$ cat src/relay_sup_defs.svh
`ifndef RELAY_SUP_DEFS_SVH
`define RELAY_SUP_DEFS_SVH

// ********************************************************************
// Clock and timing figures
// ********************************************************************
// System clock rate in hertz
`define CLK_FREQ_HZ 25000000
// Clock cycles in one millisecond
`define CLK_PER_MS (`CLK_FREQ_HZ / 1000)
// Longest protection outage after a fault restart, in milliseconds
`define OUTAGE_MAX_MS 5000
// Interval between in-service check rounds, in milliseconds
`define SVC_PERIOD_MS 1000
// Longest wait for a subsystem to answer one check, in milliseconds
`define CHK_TIMEOUT_MS 10

// ********************************************************************
// Derived cycle counts
// ********************************************************************
// Longest time rounds down to whole cycles
`define OUTAGE_CYC (`OUTAGE_MAX_MS * `CLK_PER_MS)
`define SVC_PERIOD_CYC (`SVC_PERIOD_MS * `CLK_PER_MS)
`define CHK_TIMEOUT_CYC (`CHK_TIMEOUT_MS * `CLK_PER_MS)

`endif

$ cat src/relay_sup_pkg.sv
// ********************************************************************
// Types shared by the supervisor and its check unit
// ********************************************************************
package relay_sup_pkg;

  // Check areas, in start-up order first, then in-service only areas, then the start-up outage record code
  typedef enum logic [4:0] {
    CK_NONE,
    CK_FLASH_SUM,
    CK_COPY,
    CK_COPY_CMP,
    CK_INIT,
    CK_BATTERY,
    CK_REC_MEM,
    CK_FIELD,
    CK_DISPLAY,
    CK_WDOG,
    CK_NV_SUM,
    CK_RTC,
    CK_TIMECODE,
    CK_INPUT_BOARD,
    CK_ANALOG_REF,
    CK_SRAM_SUM,
    CK_DIO,
    CK_ETH,
    CK_OUTAGE
  } check_type;

  // Request to a processor subsystem to run one check
  typedef struct packed {
    logic req;
    check_type code;
  } chk_req_type;

  // Maintenance record toward battery-backed memory
  typedef struct packed {
    logic valid;
    check_type code;
    logic in_service;
    logic fatal;
  } log_rec_type;

  // Supervisor states
  typedef enum logic [2:0] {
    ST_RESTART,
    ST_START_WAIT,
    ST_RUN,
    ST_RUN_WAIT,
    ST_HALT,
    ST_PERM
  } state_type;

endpackage

$ cat src/relay_self_test_supervisor.sv
// Operation
// - On internal error, reboot; healthy off, watchdog operated
// - Log a maintenance record for every problem
// - Boot diagnostics, then continuous in-service checking
// - No protection or healthy until start-up passes
// - Start-up failure stays out until manual restore
// - Checksum flash before copying code to SRAM
// - Compare SRAM to flash before initialization entry
// - Init checks battery, records, field, display, watchdog
// - Platform checks data store, clock, time-code board
// - Last: input board, analog reference, then service
// - Periodic flash, compare, SRAM, battery, field checks
// - Each acquisition checks digital I/O and reference
// - Check time-code board on each time read
// - Silent Ethernet board: alarm and reset it
// - Battery or time-code faults keep running; others reboot
// - Restart outage bounded by five seconds
// - Same fault after restart: permanently out of service; checked at start-up only, so CK_SRAM_SUM and CK_DIO repeats reboot again
`include "relay_sup_defs.svh"
`timescale 1ns/1ps
`default_nettype none

module relay_self_test_supervisor #(
  parameter int OUTAGE_CYC = `OUTAGE_CYC,
  parameter int SVC_PERIOD_CYC = `SVC_PERIOD_CYC,
  parameter int CHK_TIMEOUT_CYC = `CHK_TIMEOUT_CYC
) (
  input wire logic I_SYS_CLK,
  input wire logic I_RESETN,
  input wire logic i_TC_FITTED,
  input wire logic i_ETH_FITTED,
  input wire logic i_ACQ_EXEC,
  input wire logic i_TC_READ,
  input wire logic i_ETH_NORESP,
  input wire logic i_CHK_DONE,
  input wire logic i_CHK_PASS,
  input wire logic i_MANUAL_RESTORE,
  output relay_sup_pkg::chk_req_type o_CHK,
  output relay_sup_pkg::log_rec_type o_LOG,
  output logic o_PROT_EN,
  output logic o_HEALTHY,
  output logic o_WDOG_CONTACT,
  output logic o_SYS_RESTART,
  output logic o_ETH_ALARM,
  output logic o_ETH_RESET,
  output logic o_PERMANENT
);
  import relay_sup_pkg::*;

  localparam int OW = $clog2(OUTAGE_CYC + 1);
  localparam int PW = $clog2(SVC_PERIOD_CYC + 1);
  localparam logic [OW-1:0] OUT_LAST = OW'(OUTAGE_CYC - 1);
  localparam logic [PW-1:0] PER_LAST = PW'(SVC_PERIOD_CYC - 1);

  // ********************************************************************
  // Sequencing helpers
  // ********************************************************************
  // Start-up order; the time-code check is skipped when no board is fitted
  function automatic check_type startup_next(input check_type c, input logic tc);
    check_type n;
    n = CK_NONE;
    case (c)
      CK_FLASH_SUM: n = CK_COPY;
      CK_COPY: n = CK_COPY_CMP;
      CK_COPY_CMP: n = CK_INIT;
      CK_INIT: n = CK_BATTERY;
      CK_BATTERY: n = CK_REC_MEM;
      CK_REC_MEM: n = CK_FIELD;
      CK_FIELD: n = CK_DISPLAY;
      CK_DISPLAY: n = CK_WDOG;
      CK_WDOG: n = CK_NV_SUM;
      CK_NV_SUM: n = CK_RTC;
      CK_RTC: n = tc ? CK_TIMECODE : CK_INPUT_BOARD;
      CK_TIMECODE: n = CK_INPUT_BOARD;
      CK_INPUT_BOARD: n = CK_ANALOG_REF;
      default: n = CK_NONE;
    endcase
    return n;
  endfunction

  // In-service follow-on; none ends the round
  function automatic check_type service_next(input check_type c);
    check_type n;
    n = CK_NONE;
    case (c)
      CK_FLASH_SUM: n = CK_COPY_CMP;
      CK_COPY_CMP: n = CK_SRAM_SUM;
      CK_SRAM_SUM: n = CK_BATTERY;
      CK_BATTERY: n = CK_FIELD;
      CK_DIO: n = CK_ANALOG_REF;
      default: n = CK_NONE;
    endcase
    return n;
  endfunction

  // ********************************************************************
  // State
  // ********************************************************************
  state_type state_r, state_nxt; // Supervisor state
  check_type cur_r, cur_nxt; // Check in progress
  check_type cause_r, cause_nxt; // Fault that forced the last restart
  logic [OW-1:0] out_cnt_r, out_cnt_nxt; // Outage time since restart
  logic [PW-1:0] per_cnt_r, per_cnt_nxt; // In-service round divider
  logic due_r, due_nxt; // Periodic round pending
  logic acq_pend_r, acq_pend_nxt; // Acquisition check pending
  logic tc_pend_r, tc_pend_nxt; // Time-code read check pending
  logic eth_log_r, eth_log_nxt; // Ethernet record waiting for the log port
  log_rec_type log_r, log_nxt; // Maintenance record strobe
  logic prot_r, prot_nxt; // Protection enable
  logic restart_r, restart_nxt; // Reboot strobe to the processor
  logic eth_alarm_r, eth_alarm_nxt; // Ethernet alarm
  logic eth_rst_r, eth_rst_nxt; // Ethernet board reset strobe
  logic perm_r, perm_nxt; // Permanently out of service

  // Check unit handshake
  logic start; // Start a check this cycle
  check_type start_code; // Which check to start
  logic res_valid; // Result strobe
  logic res_pass; // Result value

  // ********************************************************************
  // Check unit
  // ********************************************************************
  relay_check_unit #(
    .TIMEOUT_CYC(CHK_TIMEOUT_CYC)
  ) u_check (
    .i_clk(I_SYS_CLK),
    .i_resetn(I_RESETN),
    .i_start(start),
    .i_code(start_code),
    .i_done(i_CHK_DONE),
    .i_pass(i_CHK_PASS),
    .o_req(o_CHK),
    .o_res_valid(res_valid),
    .o_res_pass(res_pass)
  );

  // ********************************************************************
  // Supervisor next values
  // ********************************************************************
  always_comb begin
    check_type nx;
    nx = CK_NONE;
    state_nxt = state_r;
    cur_nxt = cur_r;
    cause_nxt = cause_r;
    out_cnt_nxt = out_cnt_r;
    per_cnt_nxt = per_cnt_r;
    due_nxt = due_r;
    acq_pend_nxt = acq_pend_r;
    tc_pend_nxt = tc_pend_r;
    eth_log_nxt = eth_log_r;
    log_nxt = '{valid: 1'b0, code: CK_NONE, in_service: 1'b0, fatal: 1'b0};
    restart_nxt = 1'b0;
    eth_alarm_nxt = eth_alarm_r;
    eth_rst_nxt = 1'b0;
    start = 1'b0;
    start_code = CK_NONE;

    case (state_r)
      // Begin the boot diagnostics with the flash checksum
      ST_RESTART: begin
        start = 1'b1;
        start_code = CK_FLASH_SUM;
        cur_nxt = CK_FLASH_SUM;
        out_cnt_nxt = '0;
        eth_alarm_nxt = 1'b0;
        state_nxt = ST_START_WAIT;
      end

      // Start-up sequence; protection stays off throughout
      ST_START_WAIT: begin
        if (out_cnt_r != OUT_LAST) begin
          out_cnt_nxt = out_cnt_r + 1'b1;
        end
        if (cause_r != CK_NONE && out_cnt_r == OUT_LAST) begin
          // Restart has run too long; give up rather than overrun the outage
          log_nxt = '{valid: 1'b1, code: CK_OUTAGE, in_service: 1'b0, fatal: 1'b1};
          state_nxt = ST_HALT;
        end else if (res_valid && res_pass) begin
          nx = startup_next(cur_r, i_TC_FITTED);
          if (nx == CK_NONE) begin
            // All start-up tests passed: enter service
            cause_nxt = CK_NONE;
            per_cnt_nxt = '0;
            due_nxt = 1'b0;
            acq_pend_nxt = 1'b0;
            tc_pend_nxt = 1'b0;
            state_nxt = ST_RUN;
          end else begin
            start = 1'b1;
            start_code = nx;
            cur_nxt = nx;
          end
        end else if (res_valid) begin
          // Start-up failure never leads into service on its own
          log_nxt = '{valid: 1'b1, code: cur_r, in_service: 1'b0, fatal: 1'b1};
          if (cur_r == cause_r) begin
            state_nxt = ST_PERM;
          end else begin
            state_nxt = ST_HALT;
          end
        end
      end

      // In service and idle: pick the next pending check
      ST_RUN: begin
        if (acq_pend_r) begin
          start = 1'b1;
          start_code = CK_DIO;
          cur_nxt = CK_DIO;
          acq_pend_nxt = 1'b0;
          state_nxt = ST_RUN_WAIT;
        end else if (tc_pend_r) begin
          start = 1'b1;
          start_code = CK_TIMECODE;
          cur_nxt = CK_TIMECODE;
          tc_pend_nxt = 1'b0;
          state_nxt = ST_RUN_WAIT;
        end else if (due_r) begin
          start = 1'b1;
          start_code = CK_FLASH_SUM;
          cur_nxt = CK_FLASH_SUM;
          due_nxt = 1'b0;
          state_nxt = ST_RUN_WAIT;
        end
      end

      // In service, a check is running
      ST_RUN_WAIT: begin
        if (res_valid) begin
          if (!res_pass) begin
            log_nxt = '{valid: 1'b1, code: cur_r, in_service: 1'b1, fatal: 1'b0};
          end
          if (!res_pass && cur_r != CK_BATTERY && cur_r != CK_TIMECODE) begin
            // Fatal area: remember the cause and reboot
            log_nxt.fatal = 1'b1;
            cause_nxt = cur_r;
            restart_nxt = 1'b1;
            state_nxt = ST_RESTART;
          end else begin
            // Pass, or a fault that leaves the relay running
            nx = service_next(cur_r);
            if (nx == CK_NONE) begin
              state_nxt = ST_RUN;
            end else begin
              start = 1'b1;
              start_code = nx;
              cur_nxt = nx;
            end
          end
        end
      end

      // Out of service until an operator restores it
      ST_HALT: begin
        if (i_MANUAL_RESTORE) begin
          cause_nxt = CK_NONE;
          restart_nxt = 1'b1;
          state_nxt = ST_RESTART;
        end
      end

      // Permanently out; only a power-on reset leaves this state
      ST_PERM: begin
        state_nxt = ST_PERM;
      end

      default: begin
        state_nxt = ST_RESTART;
      end
    endcase

    // In-service timers and event captures; an event in the taking cycle wins
    if (state_r == ST_RUN || state_r == ST_RUN_WAIT) begin
      if (per_cnt_r == PER_LAST) begin
        per_cnt_nxt = '0;
        due_nxt = 1'b1;
      end else begin
        per_cnt_nxt = per_cnt_r + 1'b1;
      end
      if (i_ACQ_EXEC) begin
        acq_pend_nxt = 1'b1;
      end
      if (i_TC_READ && i_TC_FITTED) begin
        tc_pend_nxt = 1'b1;
      end
      if (i_ETH_NORESP && i_ETH_FITTED) begin
        eth_alarm_nxt = 1'b1;
        eth_rst_nxt = 1'b1;
        eth_log_nxt = 1'b1;
      end
    end

    // Ethernet record waits for a cycle with no other record
    if (eth_log_r && !log_nxt.valid) begin
      log_nxt = '{valid: 1'b1, code: CK_ETH, in_service: 1'b1, fatal: 1'b0};
      eth_log_nxt = i_ETH_NORESP && i_ETH_FITTED && prot_r;
    end

    // Indicator and contact follow the next state so they match it exactly
    prot_nxt = (state_nxt == ST_RUN) || (state_nxt == ST_RUN_WAIT);
    perm_nxt = (state_nxt == ST_PERM);
  end

  // ********************************************************************
  // Supervisor registers
  // ********************************************************************
  // Power-on reset is a fresh boot with no remembered cause
  always_ff @(posedge I_SYS_CLK) begin
    if (!I_RESETN) begin
      state_r <= ST_RESTART;
      cur_r <= CK_NONE;
      cause_r <= CK_NONE;
      out_cnt_r <= '0;
      per_cnt_r <= '0;
      due_r <= 1'b0;
      acq_pend_r <= 1'b0;
      tc_pend_r <= 1'b0;
      eth_log_r <= 1'b0;
      log_r <= '{valid: 1'b0, code: CK_NONE, in_service: 1'b0, fatal: 1'b0};
      prot_r <= 1'b0;
      restart_r <= 1'b0;
      eth_alarm_r <= 1'b0;
      eth_rst_r <= 1'b0;
      perm_r <= 1'b0;
    end else begin
      state_r <= state_nxt;
      cur_r <= cur_nxt;
      cause_r <= cause_nxt;
      out_cnt_r <= out_cnt_nxt;
      per_cnt_r <= per_cnt_nxt;
      due_r <= due_nxt;
      acq_pend_r <= acq_pend_nxt;
      tc_pend_r <= tc_pend_nxt;
      eth_log_r <= eth_log_nxt;
      log_r <= log_nxt;
      prot_r <= prot_nxt;
      restart_r <= restart_nxt;
      eth_alarm_r <= eth_alarm_nxt;
      eth_rst_r <= eth_rst_nxt;
      perm_r <= perm_nxt;
    end
  end

  // ********************************************************************
  // Outputs
  // ********************************************************************
  // Healthy lit and contact released only while protection runs
  assign o_LOG = log_r;
  assign o_PROT_EN = prot_r;
  assign o_HEALTHY = prot_r;
  assign o_WDOG_CONTACT = ~prot_r;
  assign o_SYS_RESTART = restart_r;
  assign o_ETH_ALARM = eth_alarm_r;
  assign o_ETH_RESET = eth_rst_r;
  assign o_PERMANENT = perm_r;

endmodule

`default_nettype wire

$ cat src/relay_check_unit.sv
`timescale 1ns/1ps
`default_nettype none

// ********************************************************************
// One outstanding check: holds the request until the subsystem answers
// or the wait runs out, then reports pass or fail for one cycle
// ********************************************************************
module relay_check_unit #(
  parameter int TIMEOUT_CYC = 250000
) (
  input wire logic i_clk,
  input wire logic i_resetn,
  input wire logic i_start,
  input wire relay_sup_pkg::check_type i_code,
  input wire logic i_done,
  input wire logic i_pass,
  output relay_sup_pkg::chk_req_type o_req,
  output logic o_res_valid,
  output logic o_res_pass
);
  import relay_sup_pkg::*;

  localparam int CW = $clog2(TIMEOUT_CYC + 1);
  localparam logic [CW-1:0] LAST = CW'(TIMEOUT_CYC - 1);

  chk_req_type req_r, req_nxt; // Request shown to the subsystem
  logic [CW-1:0] cnt_r, cnt_nxt; // Cycles spent waiting
  logic val_r, val_nxt; // Result strobe
  logic pass_r, pass_nxt; // Result value

  // ********************************************************************
  // Next values
  // ********************************************************************
  // A silent subsystem counts as failed, so a hung part cannot stall start-up
  always_comb begin
    req_nxt = req_r;
    cnt_nxt = cnt_r;
    val_nxt = 1'b0;
    pass_nxt = 1'b0;
    if (i_start) begin
      // New check replaces anything still in flight
      req_nxt.req = 1'b1;
      req_nxt.code = i_code;
      cnt_nxt = '0;
    end else if (req_r.req) begin
      if (i_done) begin
        // Subsystem answered
        req_nxt.req = 1'b0;
        val_nxt = 1'b1;
        pass_nxt = i_pass;
      end else if (cnt_r == LAST) begin
        // Wait ran out
        req_nxt.req = 1'b0;
        val_nxt = 1'b1;
      end else begin
        cnt_nxt = cnt_r + 1'b1;
      end
    end
  end

  // Registers
  always_ff @(posedge i_clk) begin
    if (!i_resetn) begin
      req_r <= '{req: 1'b0, code: CK_NONE};
      cnt_r <= '0;
      val_r <= 1'b0;
      pass_r <= 1'b0;
    end else begin
      req_r <= req_nxt;
      cnt_r <= cnt_nxt;
      val_r <= val_nxt;
      pass_r <= pass_nxt;
    end
  end

  assign o_req = req_r;
  assign o_res_valid = val_r;
  assign o_res_pass = pass_r;

endmodule

`default_nettype wire

$ cat config.mk
export PLATFORM = sky130hd
export DESIGN_NAME = relay_self_test_supervisor
export DESIGN_NICKNAME = d
export VERILOG_FILES = /design/src/relay_sup_pkg.sv /design/src/relay_self_test_supervisor.sv /design/src/relay_check_unit.sv
export VERILOG_INCLUDE_DIRS = /design/src
export SDC_FILE = /design/constraint.sdc
export NUM_CORES = 1
export LEC_CHECK = 0
export BUFFER_PORTS_ARGS = -buffer_cell sky130_fd_sc_hd__buf_2
export CAP_MARGIN = 40
export CORE_MARGIN = 2
export CORE_UTILIZATION = 45
export DETAILED_ROUTE_END_ITERATION = 8
export SLEW_MARGIN = 20
export SYNTH_ARGS = -nofsm -noshare
export SYNTH_HDL_FRONTEND = slang
export SYNTH_SLANG_ARGS = --single-unit
$ cat constraint.sdc
create_clock -name I_SYS_CLK -period 2.65 [get_ports I_SYS_CLK]
set_input_delay 0 -clock I_SYS_CLK [delete_from_list [all_inputs] [get_ports I_SYS_CLK]]
set_output_delay 0 -clock I_SYS_CLK [all_outputs]
set_load 0.005 [all_outputs]
==> metrics.md <==
| Metric | Value |
|---|---|
| RSZ-0062 raised after global routing | false |
| Final setup TNS | 0 ns |
| Hpwl dp | 9439 um |
| Root buf cell | clkbuf_16 |
| Critical path data arrival time | 2.58 ns |
| DIE AREA | 0.01325 mm^2 |
| Area after DPL | 0.005922 mm^2 |
| Cts repair resizes | 0 |
| Cells after synthesis | 695 |
| Tmin final | 2.324 ns |
| Top cell type's share of synthesized area | 38.93% |
| Seq/Total Area, Yosys | 38.93% |
| Vias in the first global route | 4959 |
| Hold Vio Cnt, Final | 0 |
| Worst R2R Setup Slack | 0.33 ns |
| Post-synth top area cell | dfxtp_1 |
| Cell internal pwr | 0.002641 W |
| Clock Path Buffers | 2 |
| Nets | 743 |
| DR DRC count | 0 |
| Final instance area | 0.006349 mm^2 |
| Crit-path leading delay family | simple AND/OR/NAND/NOR gates |
| TritonCTS clock tree | done |
| Drt pass-1 iters | 5 |
| Slew headroom | 52.35% |
| Worst-path fanout max | 6 |
| Ant diodes | 0 |
| Initial antenna violation count | 0 |
| Status | finished, final reports clean |
| Largest net degree at the start of global routing | 57 |
| Fmax | 430.2 MHz |
| Share of cells above drive strength 1 | 11.97% |
| Synth Flop Type | dfxtp_1 |
| Inst Count DP | 858 |
| CP max stage delay | 0.56 ns |
| Core Rows | 40 |
| Largest vdd supply drop | 0.5105 mV |
| Setup violations, final | 0 |
| Top cells by area, synth | dfxtp_1, xnor2_1, nand2_1 |
| Port Buffers | 30 |
| Finished Layout Cells | 882 |
| Slew of the pin with the lowest slew margin | 0.7140 ns |
| Crit Path Class | flip-flop to flip-flop |
| Worst min-delay path class | primary input to flip-flop |
| Startpoint types | flip-flop |
| Syn Area/Cell | 7.991 um^2 |
| Switching Fraction | 22.74% |
| Slowest CP cell | or4_4 |
| Core Area | 0.01201 mm^2 |
| Total Routed Length | 13760 um |
| # IOs | 31 |
| First-pass GRT wire length | 23530 um |
| Post-route ant nets | 0 |
| Clk pwr share | 45.7% |
| Gate power share | 5.9% |
| Post-CTS setup buffer count | 0 |
| Die Height | 115.1 um |
| PD cells | 538.4 mW/mm^2 |
| Fin Clk Skew | 0.01143 ns |
| Synthesized flop and latch total | 108 |
| Period utilization | 87.71% |
| Gpl congestion | 0.8951 |
| All-Layer GR Usage | 21.70% |
| Mapped Nets | 708 |
| Req. time, crit path | 2.91 ns |
| Remaining global-route overflow | 0 |
| Max-cap violations | 0 |
| Crit path cell chain | or4_1 > nor2_1 > nor4_2 > or4_4 > a21o_1 > a221oi_1 |
| Clock Latency Late Sink | 0.36 ns |
| Async S/R FF share, synth | 0% |
| Via count | 5214 |
| Via/cell ratio | 5.912 |
| Number of synthesized flops with an enable pin | 0 |
| Avg WL per Cell | 15.60 um |
| P&R area growth vs syn | 14.31% |
| Synth Cell Area | 0.005554 mm^2 |
| Die X | 115.1 um |
| H-tree levels | 3 |
| Crit end category | flip-flop |
| Worst path bufs/invs | 0 |
| Clock sinks | 108 |
| Warnings, synthesis | 0 |
| 1st-iter DRT viols | 250 |
| Distinct cell type count of the synthesized netlist | 62 |
| Initial core utilization | 46.24% |
| Reg power frac | 48.4% |
| Clock transition at the registers of the reported paths | 0.07 ns |
| Pleak | 2.165 nW |
| Max-slew violations | 0 |
| Net Switching | 0.0007772 W |
| CTS buffer count | 9 |
==> registers in the layout, summed over array words and instances (netlist names), 3 cells and up <==
signal         flops
o_LOG              8
u_check.cnt_r     18
cause_r            5
out_cnt_r         27
state_r            3
u_check.o_req      6
cur_r              5
per_cnt_r         25
==> worst paths after layout <==
check                    from               end  cells past startpoint
max                cause_r[4]  u_check.o_req[3]                      6
min              i_ETH_NORESP       o_ETH_RESET                      3
max reg2reg        cause_r[4]  u_check.o_req[3]                      6
min reg2reg  u_check.o_req[4]  u_check.o_req[4]                      2
==> Yosys cell counts, drive strengths merged, types with 11 or more instances <==
cell and number:
xnor2 34, o21ai 39, a21oi 42, buf 11
nand4 12, nand2 76, dfxtp 108, nor2 59
nor4 17, nor3 50, clkbuf 29, inv 17
nand3 32, and3 16
==> through the flow <==
step,util [%],worst slack [ns],total power (W),hold slack [ns]
after global placement,49.30,0.3399,0.001884,0.2796
after global routing,52.85,0.1025,0.003543,0.1003
after floorplan,-,0.4771,0.001816,0.1307
after detailed placement,49.30,0.3450,0.001885,0.2885
after CTS,52.85,0.3141,0.003455,0.07202
final,52.85,0.3257,0.003418,0.08300
==> cells by family after synthesis <==
family,count (synthesis),share of synthesized area [%]
simple gates,328,30.84
compound gates,145,16.83
flops,108,38.93
buf+inv,59,4.280
xor+xnor,42,6.623
mux,10,1.825
fa+ha+maj,3,0.6759
==> final cells by class <==
cell class | instances | area, um^2
fillers | 1143 | 5663
multi-input cells | 528 | 3159
flip-flops and latches | 108 | 2162
repair buffers | 64 | 425.4
clock buffers | 9 | 225.2
well taps | 147 | 183.9
clock inverters | 7 | 121.4
inverters | 19 | 71.32
==> power by group through the flow <==
stage	Clock, W	Combinational, W	Sequential (W)
final	0.00156	0.000203	0.00165
after global routing	0.00166	0.000222	0.00166
after CTS	0.00160	0.000201	0.00165
after detailed placement	0	0.000194	0.00169
after global placement	0	0.000193	0.00169
after floorplan	0	0.000134	0.00168
==> worst register-to-register path: cells and delay by family, from the launching register on <==
kind             cells  cell delay (ns)
AO/OA/AOI/OAI        2             0.59
flip-flops           1             0.34
AND/OR/NAND/NOR      4             1.30
==> cell usage in the layout (no fill, tap or decap), types with 12 or more instances in the layout <==
cell / Yosys / final
nand4_1: 12 / 12
buf_4: 2 / 26
xnor2_1: 34 / 34
dfxtp_1: 108 / 108
inv_1: 17 / 17
and3_1: 16 / 16
nor3_1: 50 / 50
nand2_1: 76 / 76
nor4_1: 15 / 15
o21ai_0: 39 / 39
buf_2: 7 / 30
nand3_1: 32 / 32
nor2_1: 59 / 59
a21oi_1: 41 / 41
==> timing repair <==
item	in CTS	in global routing
hold buffers	8	0
setup endpoints to repair	0	0
hold endpoints to repair	5	0
==> per-layer routing <==
layer / vias up / wire, um / track usage, %
li1: 2594 / - / -
met1: 2468 / 6590 / 29.12
met2: 137 / 6283 / 34.51
met3: 15 / 696 / 5.430
met4: 0 / 192 / 6.747
met5: - / 0 / 0
Power figures use the tool's default switching activity.
